==> src/pkg/fbm_map.svh <==
// register offsets, field positions, reset values and counts of the fieldbus master control
// Summary of operation
// - after reset master stays off, indicators dark
// - bus parameters loaded: go online, light indicator
// - valid configuration: enter data exchange, show it
// - new configuration load restarts master from registers
// - controller stop: broadcast clear to all slaves
// - stop: fail-safe slaves get zero-length telegram
// - stop: other slaves get full telegram, zeros
// - stop: keep copying slave inputs into area
// - controller run: broadcast operate to all slaves
// - run: serve each slave with latest outputs
// - run: copy slave inputs into input area
`ifndef FBM_MAP_SVH
`define FBM_MAP_SVH
// ----------------------------------------
// register offsets
// ----------------------------------------
`define FBM_CFG_OFS 8'h00
`define FBM_STAT_OFS 8'h04
`define FBM_ADDR_OFS 8'h08
`define FBM_NSLV_OFS 8'h0C
`define FBM_FSAFE_OFS 8'h10
`define FBM_OUT_BASE 8'h40
`define FBM_IN_BASE 8'h80
`define FBM_SLOT_MASK 8'hE0
// ----------------------------------------
// fields and reset values
// ----------------------------------------
`define FBM_CFG_BUSPAR_BIT 0
`define FBM_CFG_SLVCFG_BIT 1
`define FBM_STAT_RUN_BIT 2
`define FBM_STAT_ON_BIT 3
`define FBM_STAT_DX_BIT 4
`define FBM_ADDR_W 7
`define FBM_CFG_RST 2'h0
`define FBM_ADDR_RST 7'h00
`define FBM_TG_LEN_FULL 8'h04
`define FBM_TG_LEN_ZERO 8'h00
`define FBM_RESP_OKAY 2'h0
`define FBM_RESP_SLVERR 2'h2
`endif

==> src/pkg/fbm_pkg.sv <==
// types shared by the fieldbus master control modules
`default_nettype none
package fbm_pkg;
  typedef enum logic [1:0] {st_off, st_online, st_gc, st_xchg} fbm_state_t;
  typedef enum logic {gc_clear, gc_operate} fbm_gc_t;
endpackage : fbm_pkg
`default_nettype wire

==> src/pkg/fbm_reg_if.sv <==
// register access carrier between the bus slave and the master control
`timescale 1ns/1ns
`default_nettype none
interface fbm_reg_if;
  logic wr_en;
  logic [7:0] wr_addr;
  logic [31:0] wr_data;
  logic [3:0] wr_strb;
  logic wr_err;
  logic [7:0] rd_addr;
  logic [31:0] rd_data;
  logic rd_err;
  modport bus (output wr_en, wr_addr, wr_data, wr_strb, rd_addr,
               input wr_err, rd_data, rd_err);
  modport regs (input wr_en, wr_addr, wr_data, wr_strb, rd_addr,
                output wr_err, rd_data, rd_err);
endinterface : fbm_reg_if
`default_nettype wire

==> src/fbm_axil.sv <==
// AXI4-Lite slave front end of the fieldbus master control
`timescale 1ns/1ns
`default_nettype none
`include "fbm_map.svh"
module fbm_axil
  import fbm_pkg::*;
(
  // clock and reset
  input wire logic aclk,
  input wire logic aresetn,
  input wire logic aclken,
  // write channels
  input wire logic [7:0] awaddr,
  input wire logic awvalid,
  output logic awready,
  input wire logic [31:0] wdata,
  input wire logic [3:0] wstrb,
  input wire logic wvalid,
  output logic wready,
  output logic [1:0] bresp,
  output logic bvalid,
  input wire logic bready,
  // read channels
  input wire logic [7:0] araddr,
  input wire logic arvalid,
  output logic arready,
  output logic [31:0] rdata,
  output logic [1:0] rresp,
  output logic rvalid,
  input wire logic rready,
  // register side
  fbm_reg_if.bus rif
);
  logic aw_have_r, w_have_r;
  logic [7:0] aw_addr_r;
  logic [31:0] w_data_r;
  logic [3:0] w_strb_r;
  wire aw_take = awvalid && awready;
  wire w_take = wvalid && wready;
  wire aw_full = aw_have_r || aw_take;
  wire w_full = w_have_r || w_take;
  // address and data may come in either order; the write fires once both are held
  wire do_wr = aw_full && w_full && !bvalid;
  wire aw_have_nxt = aw_full && !do_wr;
  wire w_have_nxt = w_full && !do_wr;
  wire bvalid_nxt = do_wr || (bvalid && !bready);
  wire ar_take = arvalid && arready;
  wire rvalid_nxt = ar_take || (rvalid && !rready);
  assign rif.wr_en = do_wr;
  assign rif.wr_addr = aw_take ? awaddr : aw_addr_r;
  assign rif.wr_data = w_take ? wdata : w_data_r;
  assign rif.wr_strb = w_take ? wstrb : w_strb_r;
  assign rif.rd_addr = araddr;
  always_ff @(posedge aclk)
  begin
    if (!aresetn)
    begin
      aw_have_r <= 1'b0;
      w_have_r <= 1'b0;
      aw_addr_r <= 8'h00;
      w_data_r <= 32'h0000_0000;
      w_strb_r <= 4'h0;
      awready <= 1'b0;
      wready <= 1'b0;
      bvalid <= 1'b0;
      bresp <= `FBM_RESP_OKAY;
      arready <= 1'b0;
      rvalid <= 1'b0;
      rdata <= 32'h0000_0000;
      rresp <= `FBM_RESP_OKAY;
    end
    else if (aclken)
    begin
      aw_have_r <= aw_have_nxt;
      w_have_r <= w_have_nxt;
      if (aw_take) aw_addr_r <= awaddr;
      if (w_take) w_data_r <= wdata;
      if (w_take) w_strb_r <= wstrb;
      awready <= !aw_have_nxt && !bvalid_nxt;
      wready <= !w_have_nxt && !bvalid_nxt;
      bvalid <= bvalid_nxt;
      if (do_wr) bresp <= rif.wr_err ? `FBM_RESP_SLVERR : `FBM_RESP_OKAY;
      arready <= !rvalid_nxt;
      rvalid <= rvalid_nxt;
      if (ar_take) rdata <= rif.rd_err ? 32'h0000_0000 : rif.rd_data;
      if (ar_take) rresp <= rif.rd_err ? `FBM_RESP_SLVERR : `FBM_RESP_OKAY;
    end
  end
endmodule : fbm_axil
`default_nettype wire

==> src/fbm_master_ctrl.sv <==
// run-state control of the fieldbus master: start-up, global control, cyclic exchange
`timescale 1ns/1ns
`default_nettype none
`include "fbm_map.svh"
module fbm_master_ctrl
  import fbm_pkg::*;
#(
  parameter int NSLV = 8,
  parameter int DW = 32
)
(
  // clock, reset, enable
  input wire logic aclk,
  input wire logic aresetn,
  input wire logic aclken,
  // AXI4-Lite write
  input wire logic [7:0] s_axi_awaddr,
  input wire logic [2:0] s_axi_awprot,
  input wire logic s_axi_awvalid,
  output logic s_axi_awready,
  input wire logic [31:0] s_axi_wdata,
  input wire logic [3:0] s_axi_wstrb,
  input wire logic s_axi_wvalid,
  output logic s_axi_wready,
  output logic [1:0] s_axi_bresp,
  output logic s_axi_bvalid,
  input wire logic s_axi_bready,
  // AXI4-Lite read
  input wire logic [7:0] s_axi_araddr,
  input wire logic [2:0] s_axi_arprot,
  input wire logic s_axi_arvalid,
  output logic s_axi_arready,
  output logic [31:0] s_axi_rdata,
  output logic [1:0] s_axi_rresp,
  output logic s_axi_rvalid,
  input wire logic s_axi_rready,
  // controller run state
  input wire logic cpu_run,
  // telegrams toward the slaves
  output logic tg_valid,
  input wire logic tg_ready,
  output logic tg_gc,
  output fbm_gc_t tg_cmd,
  output logic [2:0] tg_slave,
  output logic [7:0] tg_len,
  output logic [DW-1:0] tg_data,
  // input data from the slaves
  input wire logic rx_valid,
  output logic rx_ready,
  input wire logic [2:0] rx_slave,
  input wire logic [DW-1:0] rx_data,
  // indicators and station address
  output logic master_online_indicator,
  output logic data_exchange_indicator,
  output logic [`FBM_ADDR_W-1:0] station_addr
);
  // ----------------------------------------
  // helpers
  // ----------------------------------------
  // slot indices and counts compare at four bits, enough for eight slaves
  localparam logic [3:0] NSLV_L = 4'(NSLV);

  // one word per slave, slots one word apart in a block of eight words
  function automatic logic slot_hit(input logic [7:0] a, input logic [7:0] base);
    slot_hit = ((a & `FBM_SLOT_MASK) == base) && (a[1:0] == 2'b00)
               && ({1'b0, a[4:2]} < NSLV_L);
  endfunction : slot_hit

  function automatic logic [31:0] strb_merge(input logic [31:0] old,
                                             input logic [31:0] nw,
                                             input logic [3:0] strb);
    logic [31:0] res;
    res = old;
    for (int i = 0; i < 4; i++)
    begin
      if (strb[i]) res[8*i +: 8] = nw[8*i +: 8];
    end
    strb_merge = res;
  endfunction : strb_merge

  // ----------------------------------------
  // bus slave
  // ----------------------------------------
  fbm_reg_if rif ();

  fbm_axil fbm_axil_inst (
    .aclk(aclk),
    .aresetn(aresetn),
    .aclken(aclken),
    .awaddr(s_axi_awaddr),
    .awvalid(s_axi_awvalid),
    .awready(s_axi_awready),
    .wdata(s_axi_wdata),
    .wstrb(s_axi_wstrb),
    .wvalid(s_axi_wvalid),
    .wready(s_axi_wready),
    .bresp(s_axi_bresp),
    .bvalid(s_axi_bvalid),
    .bready(s_axi_bready),
    .araddr(s_axi_araddr),
    .arvalid(s_axi_arvalid),
    .arready(s_axi_arready),
    .rdata(s_axi_rdata),
    .rresp(s_axi_rresp),
    .rvalid(s_axi_rvalid),
    .rready(s_axi_rready),
    .rif(rif.bus)
  );

  // ----------------------------------------
  // state
  // ----------------------------------------
  fbm_state_t state_r, state_nxt;
  logic [1:0] cfg_sh_r;
  logic [1:0] cfg_r;
  logic [`FBM_ADDR_W-1:0] addr_sh_r;
  logic [3:0] nslv_sh_r, nslv_r;
  logic [NSLV-1:0] fs_sh_r, fs_r;
  logic [DW-1:0] out_r [NSLV];
  logic [DW-1:0] in_r [NSLV];
  logic run_r, run_nxt;
  logic [2:0] idx_r, idx_nxt;
  logic issue_gc, issue_tg;

  // ----------------------------------------
  // register decode
  // ----------------------------------------
  wire [31:0] wd = rif.wr_data;
  wire [3:0] ws = rif.wr_strb;
  wire wr_cfg = rif.wr_en && (rif.wr_addr == `FBM_CFG_OFS);
  wire wr_addr_reg = rif.wr_en && (rif.wr_addr == `FBM_ADDR_OFS);
  wire wr_nslv = rif.wr_en && (rif.wr_addr == `FBM_NSLV_OFS);
  wire wr_fs = rif.wr_en && (rif.wr_addr == `FBM_FSAFE_OFS);
  wire wr_out = rif.wr_en && slot_hit(rif.wr_addr, `FBM_OUT_BASE);
  wire [2:0] wr_slot = rif.wr_addr[4:2];
  // status is read-only; a write to it is refused
  wire wr_ok = (rif.wr_addr == `FBM_CFG_OFS) || (rif.wr_addr == `FBM_ADDR_OFS)
               || (rif.wr_addr == `FBM_NSLV_OFS) || (rif.wr_addr == `FBM_FSAFE_OFS)
               || slot_hit(rif.wr_addr, `FBM_OUT_BASE);
  assign rif.wr_err = !wr_ok;

  // a write to the configuration word hands the whole set to the master
  wire load = wr_cfg;
  wire [31:0] cfg_new = strb_merge({30'h0, cfg_sh_r}, wd, ws);

  wire [31:0] stat_word = {27'h0, data_exchange_indicator, master_online_indicator,
                           run_r, state_r};
  wire [2:0] rd_slot = rif.rd_addr[4:2];
  wire rd_out = slot_hit(rif.rd_addr, `FBM_OUT_BASE);
  wire rd_in = slot_hit(rif.rd_addr, `FBM_IN_BASE);
  wire [31:0] rd_out_w = 32'(out_r[rd_slot]);
  wire [31:0] rd_in_w = 32'(in_r[rd_slot]);
  // unmapped reads return zero; the bus slave flags them with an error response
  assign rif.rd_data =
    (rif.rd_addr == `FBM_CFG_OFS) ? {30'h0, cfg_sh_r} :
    (rif.rd_addr == `FBM_STAT_OFS) ? stat_word :
    (rif.rd_addr == `FBM_ADDR_OFS) ? {25'h0, addr_sh_r} :
    (rif.rd_addr == `FBM_NSLV_OFS) ? {28'h0, nslv_sh_r} :
    (rif.rd_addr == `FBM_FSAFE_OFS) ? 32'(fs_sh_r) :
    rd_out ? rd_out_w :
    rd_in ? rd_in_w : 32'h0000_0000;
  assign rif.rd_err = !((rif.rd_addr == `FBM_CFG_OFS) || (rif.rd_addr == `FBM_STAT_OFS)
                        || (rif.rd_addr == `FBM_ADDR_OFS) || (rif.rd_addr == `FBM_NSLV_OFS)
                        || (rif.rd_addr == `FBM_FSAFE_OFS) || rd_out || rd_in);

  // ----------------------------------------
  // telegram contents
  // ----------------------------------------
  wire tg_free = !tg_valid || tg_ready;
  wire have_slaves = (nslv_r != 4'h0);
  wire fs_now = fs_r[idx_r];
  // stop: fail-safe slaves get an empty telegram, the rest zeroed outputs
  wire [7:0] len_now = (!run_r && fs_now) ? `FBM_TG_LEN_ZERO : `FBM_TG_LEN_FULL;
  wire [DW-1:0] data_now = run_r ? out_r[idx_r] : '0;
  wire [2:0] idx_wrap = ({1'b0, idx_r} + 4'h1 >= nslv_r) ? 3'h0 : idx_r + 3'h1;
  wire rx_take = rx_valid && rx_ready;
  // words from slaves beyond the active count are dropped, never stored
  wire rx_in_range = ({1'b0, rx_slave} < nslv_r);

  // ----------------------------------------
  // state machine
  // ----------------------------------------
  always_comb
  begin
    state_nxt = state_r;
    run_nxt = run_r;
    idx_nxt = idx_r;
    issue_gc = 1'b0;
    issue_tg = 1'b0;
    unique case (state_r)
      st_off:
      begin
        // only a load with the bus parameter bit leaves this state
        state_nxt = st_off;
      end
      st_online:
      begin
        if (cfg_r[`FBM_CFG_SLVCFG_BIT])
          state_nxt = st_gc;
      end
      st_gc:
      begin
        // command goes out before any cyclic telegram of the new state
        if (tg_free)
        begin
          issue_gc = 1'b1;
          run_nxt = cpu_run;
          idx_nxt = 3'h0;
          state_nxt = st_xchg;
        end
      end
      st_xchg:
      begin
        if (cpu_run != run_r)
          state_nxt = st_gc;
        else if (tg_free && have_slaves)
        begin
          issue_tg = 1'b1;
          idx_nxt = idx_wrap;
        end
      end
    endcase
    // a fresh configuration restarts from the loaded parameters
    if (load)
    begin
      state_nxt = cfg_new[`FBM_CFG_BUSPAR_BIT] ? st_online : st_off;
      issue_gc = 1'b0;
      issue_tg = 1'b0;
      idx_nxt = 3'h0;
    end
  end

  // ----------------------------------------
  // control and configuration flops
  // ----------------------------------------
  always_ff @(posedge aclk)
  begin
    if (!aresetn)
    begin
      state_r <= st_off;
      run_r <= 1'b0;
      idx_r <= 3'h0;
      cfg_sh_r <= `FBM_CFG_RST;
      cfg_r <= `FBM_CFG_RST;
      addr_sh_r <= `FBM_ADDR_RST;
      station_addr <= `FBM_ADDR_RST;
      nslv_sh_r <= 4'h0;
      nslv_r <= 4'h0;
      fs_sh_r <= '0;
      fs_r <= '0;
    end
    else if (aclken)
    begin
      state_r <= state_nxt;
      run_r <= run_nxt;
      idx_r <= idx_nxt;
      if (wr_cfg) cfg_sh_r <= cfg_new[1:0];
      if (wr_addr_reg) addr_sh_r <= `FBM_ADDR_W'(strb_merge({25'h0, addr_sh_r}, wd, ws));
      if (wr_nslv) nslv_sh_r <= 4'(strb_merge({28'h0, nslv_sh_r}, wd, ws));
      if (wr_fs) fs_sh_r <= NSLV'(strb_merge(32'(fs_sh_r), wd, ws));
      if (load)
      begin
        cfg_r <= cfg_new[1:0];
        station_addr <= addr_sh_r;
        // counts beyond the slot array are clamped so the round robin stays inside it
        nslv_r <= (nslv_sh_r > NSLV_L) ? NSLV_L : nslv_sh_r;
        fs_r <= fs_sh_r;
      end
    end
  end

  // ----------------------------------------
  // process data areas
  // ----------------------------------------
  always_ff @(posedge aclk)
  begin
    if (!aresetn)
    begin
      for (int i = 0; i < NSLV; i++)
      begin
        out_r[i] <= '0;
        in_r[i] <= '0;
      end
    end
    else if (aclken)
    begin
      if (wr_out) out_r[wr_slot] <= DW'(strb_merge(32'(out_r[wr_slot]), wd, ws));
      // inputs keep flowing in stop as well as in run
      if (rx_take && rx_in_range) in_r[rx_slave] <= rx_data;
    end
  end

  // ----------------------------------------
  // telegram and indicator outputs
  // ----------------------------------------
  always_ff @(posedge aclk)
  begin
    if (!aresetn)
    begin
      tg_valid <= 1'b0;
      tg_gc <= 1'b0;
      tg_cmd <= gc_clear;
      tg_slave <= 3'h0;
      tg_len <= `FBM_TG_LEN_ZERO;
      tg_data <= '0;
      rx_ready <= 1'b0;
      master_online_indicator <= 1'b0;
      data_exchange_indicator <= 1'b0;
    end
    else if (aclken)
    begin
      // a taken telegram is replaced in the same cycle, so slaves are served back to back
      if (issue_gc || issue_tg)
        tg_valid <= 1'b1;
      else if (tg_ready)
        tg_valid <= 1'b0;
      if (issue_gc)
      begin
        tg_gc <= 1'b1;
        tg_cmd <= cpu_run ? gc_operate : gc_clear;
        tg_slave <= 3'h0;
        tg_len <= `FBM_TG_LEN_ZERO;
        tg_data <= '0;
      end
      else if (issue_tg)
      begin
        tg_gc <= 1'b0;
        tg_slave <= idx_r;
        tg_len <= len_now;
        tg_data <= data_now;
      end
      // slave inputs are only taken while exchanging
      rx_ready <= (state_nxt == st_xchg);
      master_online_indicator <= (state_nxt != st_off);
      data_exchange_indicator <= (state_nxt == st_gc) || (state_nxt == st_xchg);
    end
  end

  // the protection bits carry no meaning for this block
  wire unused_prot = ^{s_axi_awprot, s_axi_arprot};
endmodule : fbm_master_ctrl
`default_nettype wire

==> config.mk <==
export PLATFORM = sky130hd
export DESIGN_NAME = fbm_master_ctrl
export DESIGN_NICKNAME = d
export VERILOG_FILES = /design/src/pkg/fbm_pkg.sv /design/src/pkg/fbm_reg_if.sv /design/src/fbm_axil.sv /design/src/fbm_master_ctrl.sv
export VERILOG_INCLUDE_DIRS = /design/src /design/src/pkg
export SDC_FILE = /design/constraint.sdc
export NUM_CORES = 1
export LEC_CHECK = 0
export BUFFER_PORTS_ARGS = -buffer_cell sky130_fd_sc_hd__buf_2
export CAP_MARGIN = 20
export CORE_UTILIZATION = 49
export CTS_CLUSTER_SIZE = 10
export DETAILED_ROUTE_END_ITERATION = 10
export PLACE_DENSITY = 0.74
export SYNTH_ARGS = -nofsm -noshare
export SYNTH_HDL_FRONTEND = slang
export SYNTH_HIERARCHICAL = 1
export SYNTH_SLANG_ARGS = --single-unit
==> constraint.sdc <==
create_clock -name aclk -period 8.8 [get_ports aclk]
set_input_delay 0.44 -clock aclk [delete_from_list [all_inputs] [get_ports aclk]]
set_output_delay 0.44 -clock aclk [all_outputs]
set_load 0.02 [all_outputs]
==> impl_metrics.env <==
export IMPL_timing_fmax_ghz=0.2608
export IMPL_post_cts_resized_instances=0
export IMPL_antenna_violating_nets_post_route=0
export IMPL_grt_pass1_vias=23200
export IMPL_synth_top_cell_area_share_pct=45.16
export IMPL_cts_sink_count=688
export IMPL_pin_count_of_the_biggest_net_entering_global_routing=103
export IMPL_ys_flop_type="sky130_fd_sc_hd__edfxtp_1"
export IMPL_cts_htree_levels=3
export IMPL_report_final_setup_viol=0
export IMPL_finalHoldViolCount=0
export IMPL_critPathRequiredTime_ps=9040
export IMPL_numPortBuffers=185
export IMPL_final_min_period_over_clock_period_pct=43.56
export IMPL_antennaDiodeCount=0
export IMPL_seq_area_frac_synth_pct=55.51
export IMPL_critical_path_max_fanout=16
export IMPL_p_leak_uw=0.01347
export IMPL_clock_insertion_delay_worst_skew_ps=640
export IMPL_postSynthAreaPerCell_sq_um=12.90
export IMPL_routed_wirelength_um=95200
export IMPL_synth_async_sr_flop_share_pct=0
export IMPL_met1_length_um=35460
export IMPL_cellInternalPower_uw=5492
export IMPL_synthesis_instances=2639
export IMPL_transition_time_at_the_pin_with_the_least_slew_margin_ps=1159
export IMPL_drt_iter0_markers=2674
export IMPL_yosys_warnings=6
export IMPL_place_worst_setup_slack_ps=4722
export IMPL_cts_root_buf="sky130_fd_sc_hd__clkbuf_16"
export IMPL_tritoncts="done"
export IMPL_yosys_area_top_type="sky130_fd_sc_hd__edfxtp_1"
export IMPL_fin_tns_setup_ps=0
export IMPL_synth_seq_cells=688
export IMPL_clk_transition_reported_paths_ps=50
export IMPL_post_route_minimum_period_ps=3834
export IMPL_die_extent_in_y_um=265.6
export IMPL_critPathCaptureType="register"
export IMPL_route_detailed_wl_per_inst_um=25.58
export IMPL_detailed_place_hpwl_um=60440
export IMPL_ir_drop_uv=127.1
export IMPL_detail_route_vias_per_cell=6.236
export IMPL_grt_setup_unrepaired="false"
export IMPL_global_route_usage_total_pct=27.02
export IMPL_cap_violations=0
export IMPL_worst_endpoint_arrival_ps=4070
export IMPL_cts_hold_repair_buffers=0
export IMPL_die_w_um=265.6
export IMPL_ys_types=72
export IMPL_final_max_slew_viol_count=0
export IMPL_slowest_delay_ps=970
export IMPL_antenna_found_initial=1
export IMPL_routed_via_count=23210
export IMPL_floorplan_initialDensity_pct=49.55
export IMPL_crit_slowest_cell="sky130_fd_sc_hd__o21ai_1"
export IMPL_holdCritPathClass="in -> reg"
export IMPL_gr_total_overflow=0
export IMPL_met2_length_um=46130
export IMPL_setup_skew_after_layout_ps=28.51
export IMPL_power_switching_share_pct=22.99
export IMPL_fill_cells=5526
export IMPL_placeableCoreArea_sq_um=68710
export IMPL_synthToLayoutAreaGrowth_pct=11.16
export IMPL_global_route_wire_length_before_repair_um=142400
export IMPL_ioPinCount=201
export IMPL_routed_wl_met3_um=9291
export IMPL_top_layer="met4"
export IMPL_num_rows=96
export IMPL_clock_power_share_pct=42.1
export IMPL_syn_area_sq_um=34050
export IMPL_seq_power_share_pct=50.5
export IMPL_nets=2855
export IMPL_dr_pass1_iters=6
export IMPL_timing_final_ws_setup_ps=4966
export IMPL_ys_top_cells_by_area="sky130_fd_sc_hd__edfxtp_1 (45%), sky130_fd_sc_hd__mux4_2 (12%), sky130_fd_sc_hd__dfxtp_1 (10%)"
export IMPL_comb_power_share_pct=7.4
export IMPL_clock_path_buffers=3
export IMPL_slew_limit_headroom_pct=22.73
export IMPL_design_power_total_uw=7131
export IMPL_die_area_sq_um=70540
export IMPL_critical_path_class="reg -> reg"
export IMPL_cts_setup_buffers=0
export IMPL_post_route_cells_drive_above_1_share_pct=24.26
export IMPL_tritoncts_num_buffers=80
export IMPL_startpoint_type="register"
export IMPL_gp_routability_congestion=0.8865
export IMPL_post_route_drc_count=0
export IMPL_path_cells="nand2_1, mux2_2, nor4_4, and2_0, nand3_2, o21ai_1"
export IMPL_switchingPower_uw=1639
export IMPL_synth_enable_flop_cells=512
export IMPL_run_status="completed"
export IMPL_power_density_nw_per_um2=188.4
[registers in the layout, indices dropped and copies added (netlist names), 4 cells and up, named ones only]
| signal | count |
|---|---|
| fbm_axil_inst/w_strb_r | 4 |
| nslv_sh_r | 4 |
| fs_sh_r | 8 |
| fbm_axil_inst/w_data_r | 32 |
| fs_r | 8 |
| addr_sh_r | 7 |
| in_r | 256 |
| fbm_axil_inst/rdata | 32 |
| tg_data | 32 |
| nslv_r | 4 |
| fbm_axil_inst/aw_addr_r | 8 |
| station_addr | 7 |
| out_r | 256 |
[metrics by stage]
stage | utilization (%) | cells | hold slack (ps) | instance area [sq um]
after floorplan | - | 2646 | 431.6 | 34070
after global placement | 51.64 | 3589 | 436.9 | 35480
after detailed placement | 51.64 | 3589 | 439.1 | 35480
after CTS | 54.98 | 3718 | 36.49 | 37780
after global routing | 55.08 | 3722 | 72.31 | 37850
final | 55.08 | 3722 | 56.34 | 37850
[critical path, delay by kind of cell (launching register included)]
kind / cells / cell delay [ps]
muxes: 1 / 400
and+or+nand+nor: 4 / 1730
DFF: 1 / 350
AOI/OAI and AO/OA: 1 / 970
[kinds of logic after synthesis]
family	count (synthesis)	share of synthesized area (%)
AO/OA/AOI/OAI	291	6.255
XOR/XNOR	2	0.05146
adder cells (fa/ha/maj)	7	0.2572
buffers and inverters	232	3.675
flip-flops	688	55.51
multiplexers	370	17.85
other	2	0.02206
AND/OR/NAND/NOR	1047	16.39
[layer usage]
| metal | track usage (%) | vias up |
|---|---|---|
| li1 | - | 10070 |
| met1 | 34.96 | 11590 |
| met4 | 13.05 | 0 |
| met2 | 44.45 | 1339 |
| met3 | 4.379 | 211 |
| met5 | 0 | - |
[cell type report]
type | count | area, sq um | area share [%]
clock inverter | 5 | 46.29 | 0.1223
sequential | 688 | 18900 | 49.95
tap | 931 | 1165 | 3.078
inverter | 7 | 26.28 | 0.06943
clock buffer | 124 | 2250 | 5.944
timing repair buffer | 241 | 1408 | 3.719
multi-input combinational | 1726 | 14050 | 37.12
[power groups by stage]
stage	sequential (uW)	clock, uW	combinational [uW]
after CTS	3600	3030	520
after global routing	3610	3160	549
after floorplan	3660	0	348
after detailed placement	3670	0	517
after global placement	3660	0	508
final	3600	3010	524
[final timing paths]
check | startpoint | depth (start not counted) | slack (ps) | endpoint
setup reg to reg | fbm_axil_inst/awready$_SDFFE_PN0P_ | 6 | 4970 | out_r[6][30]$_SDFFCE_PN0P_
hold / removal | s_axi_wdata[24] | 3 | 60 | fbm_axil_inst/w_data_r[24]$_SDFFE_PN0P_
setup / recovery | fbm_axil_inst/awready$_SDFFE_PN0P_ | 6 | 4970 | out_r[6][30]$_SDFFCE_PN0P_
hold reg to reg | fbm_axil_inst/rdata[22]$_SDFFE_PN0P_ | 2 | 440 | fbm_axil_inst/rdata[22]$_SDFFE_PN0P_
[cell usage in the layout, fill, tap and decap left out, drive strengths merged, types with 69 or more instances in the layout]
master,netlist,final
a21boi,87,87
and2,261,261
buf,113,240
clkbuf,112,125
dfxtp,176,176
edfxtp,512,512
mux2,96,96
mux2i,94,94
mux4,180,180
nand2,265,265
nor2,182,182
nor4,133,133
o22ai,69,69
[synthesized netlist by cell type, types with 26 or more instances]
cell	number
sky130_fd_sc_hd__a21boi_0	28
sky130_fd_sc_hd__a21boi_1	59
sky130_fd_sc_hd__a21oi_1	26
sky130_fd_sc_hd__and2_1	259
sky130_fd_sc_hd__buf_2	52
sky130_fd_sc_hd__clkbuf_1	112
sky130_fd_sc_hd__dfxtp_1	176
sky130_fd_sc_hd__edfxtp_1	512
sky130_fd_sc_hd__mux2_2	96
sky130_fd_sc_hd__mux2i_1	94
sky130_fd_sc_hd__mux4_2	180
sky130_fd_sc_hd__nand2_1	264
sky130_fd_sc_hd__nand2b_1	49
sky130_fd_sc_hd__nand3b_1	35
sky130_fd_sc_hd__nor2_1	174
sky130_fd_sc_hd__nor2b_1	59
sky130_fd_sc_hd__nor4_1	131
sky130_fd_sc_hd__o21ai_0	52
sky130_fd_sc_hd__o22ai_1	39
sky130_fd_sc_hd__o22ai_2	30
(Power assumes the default switching activity.)
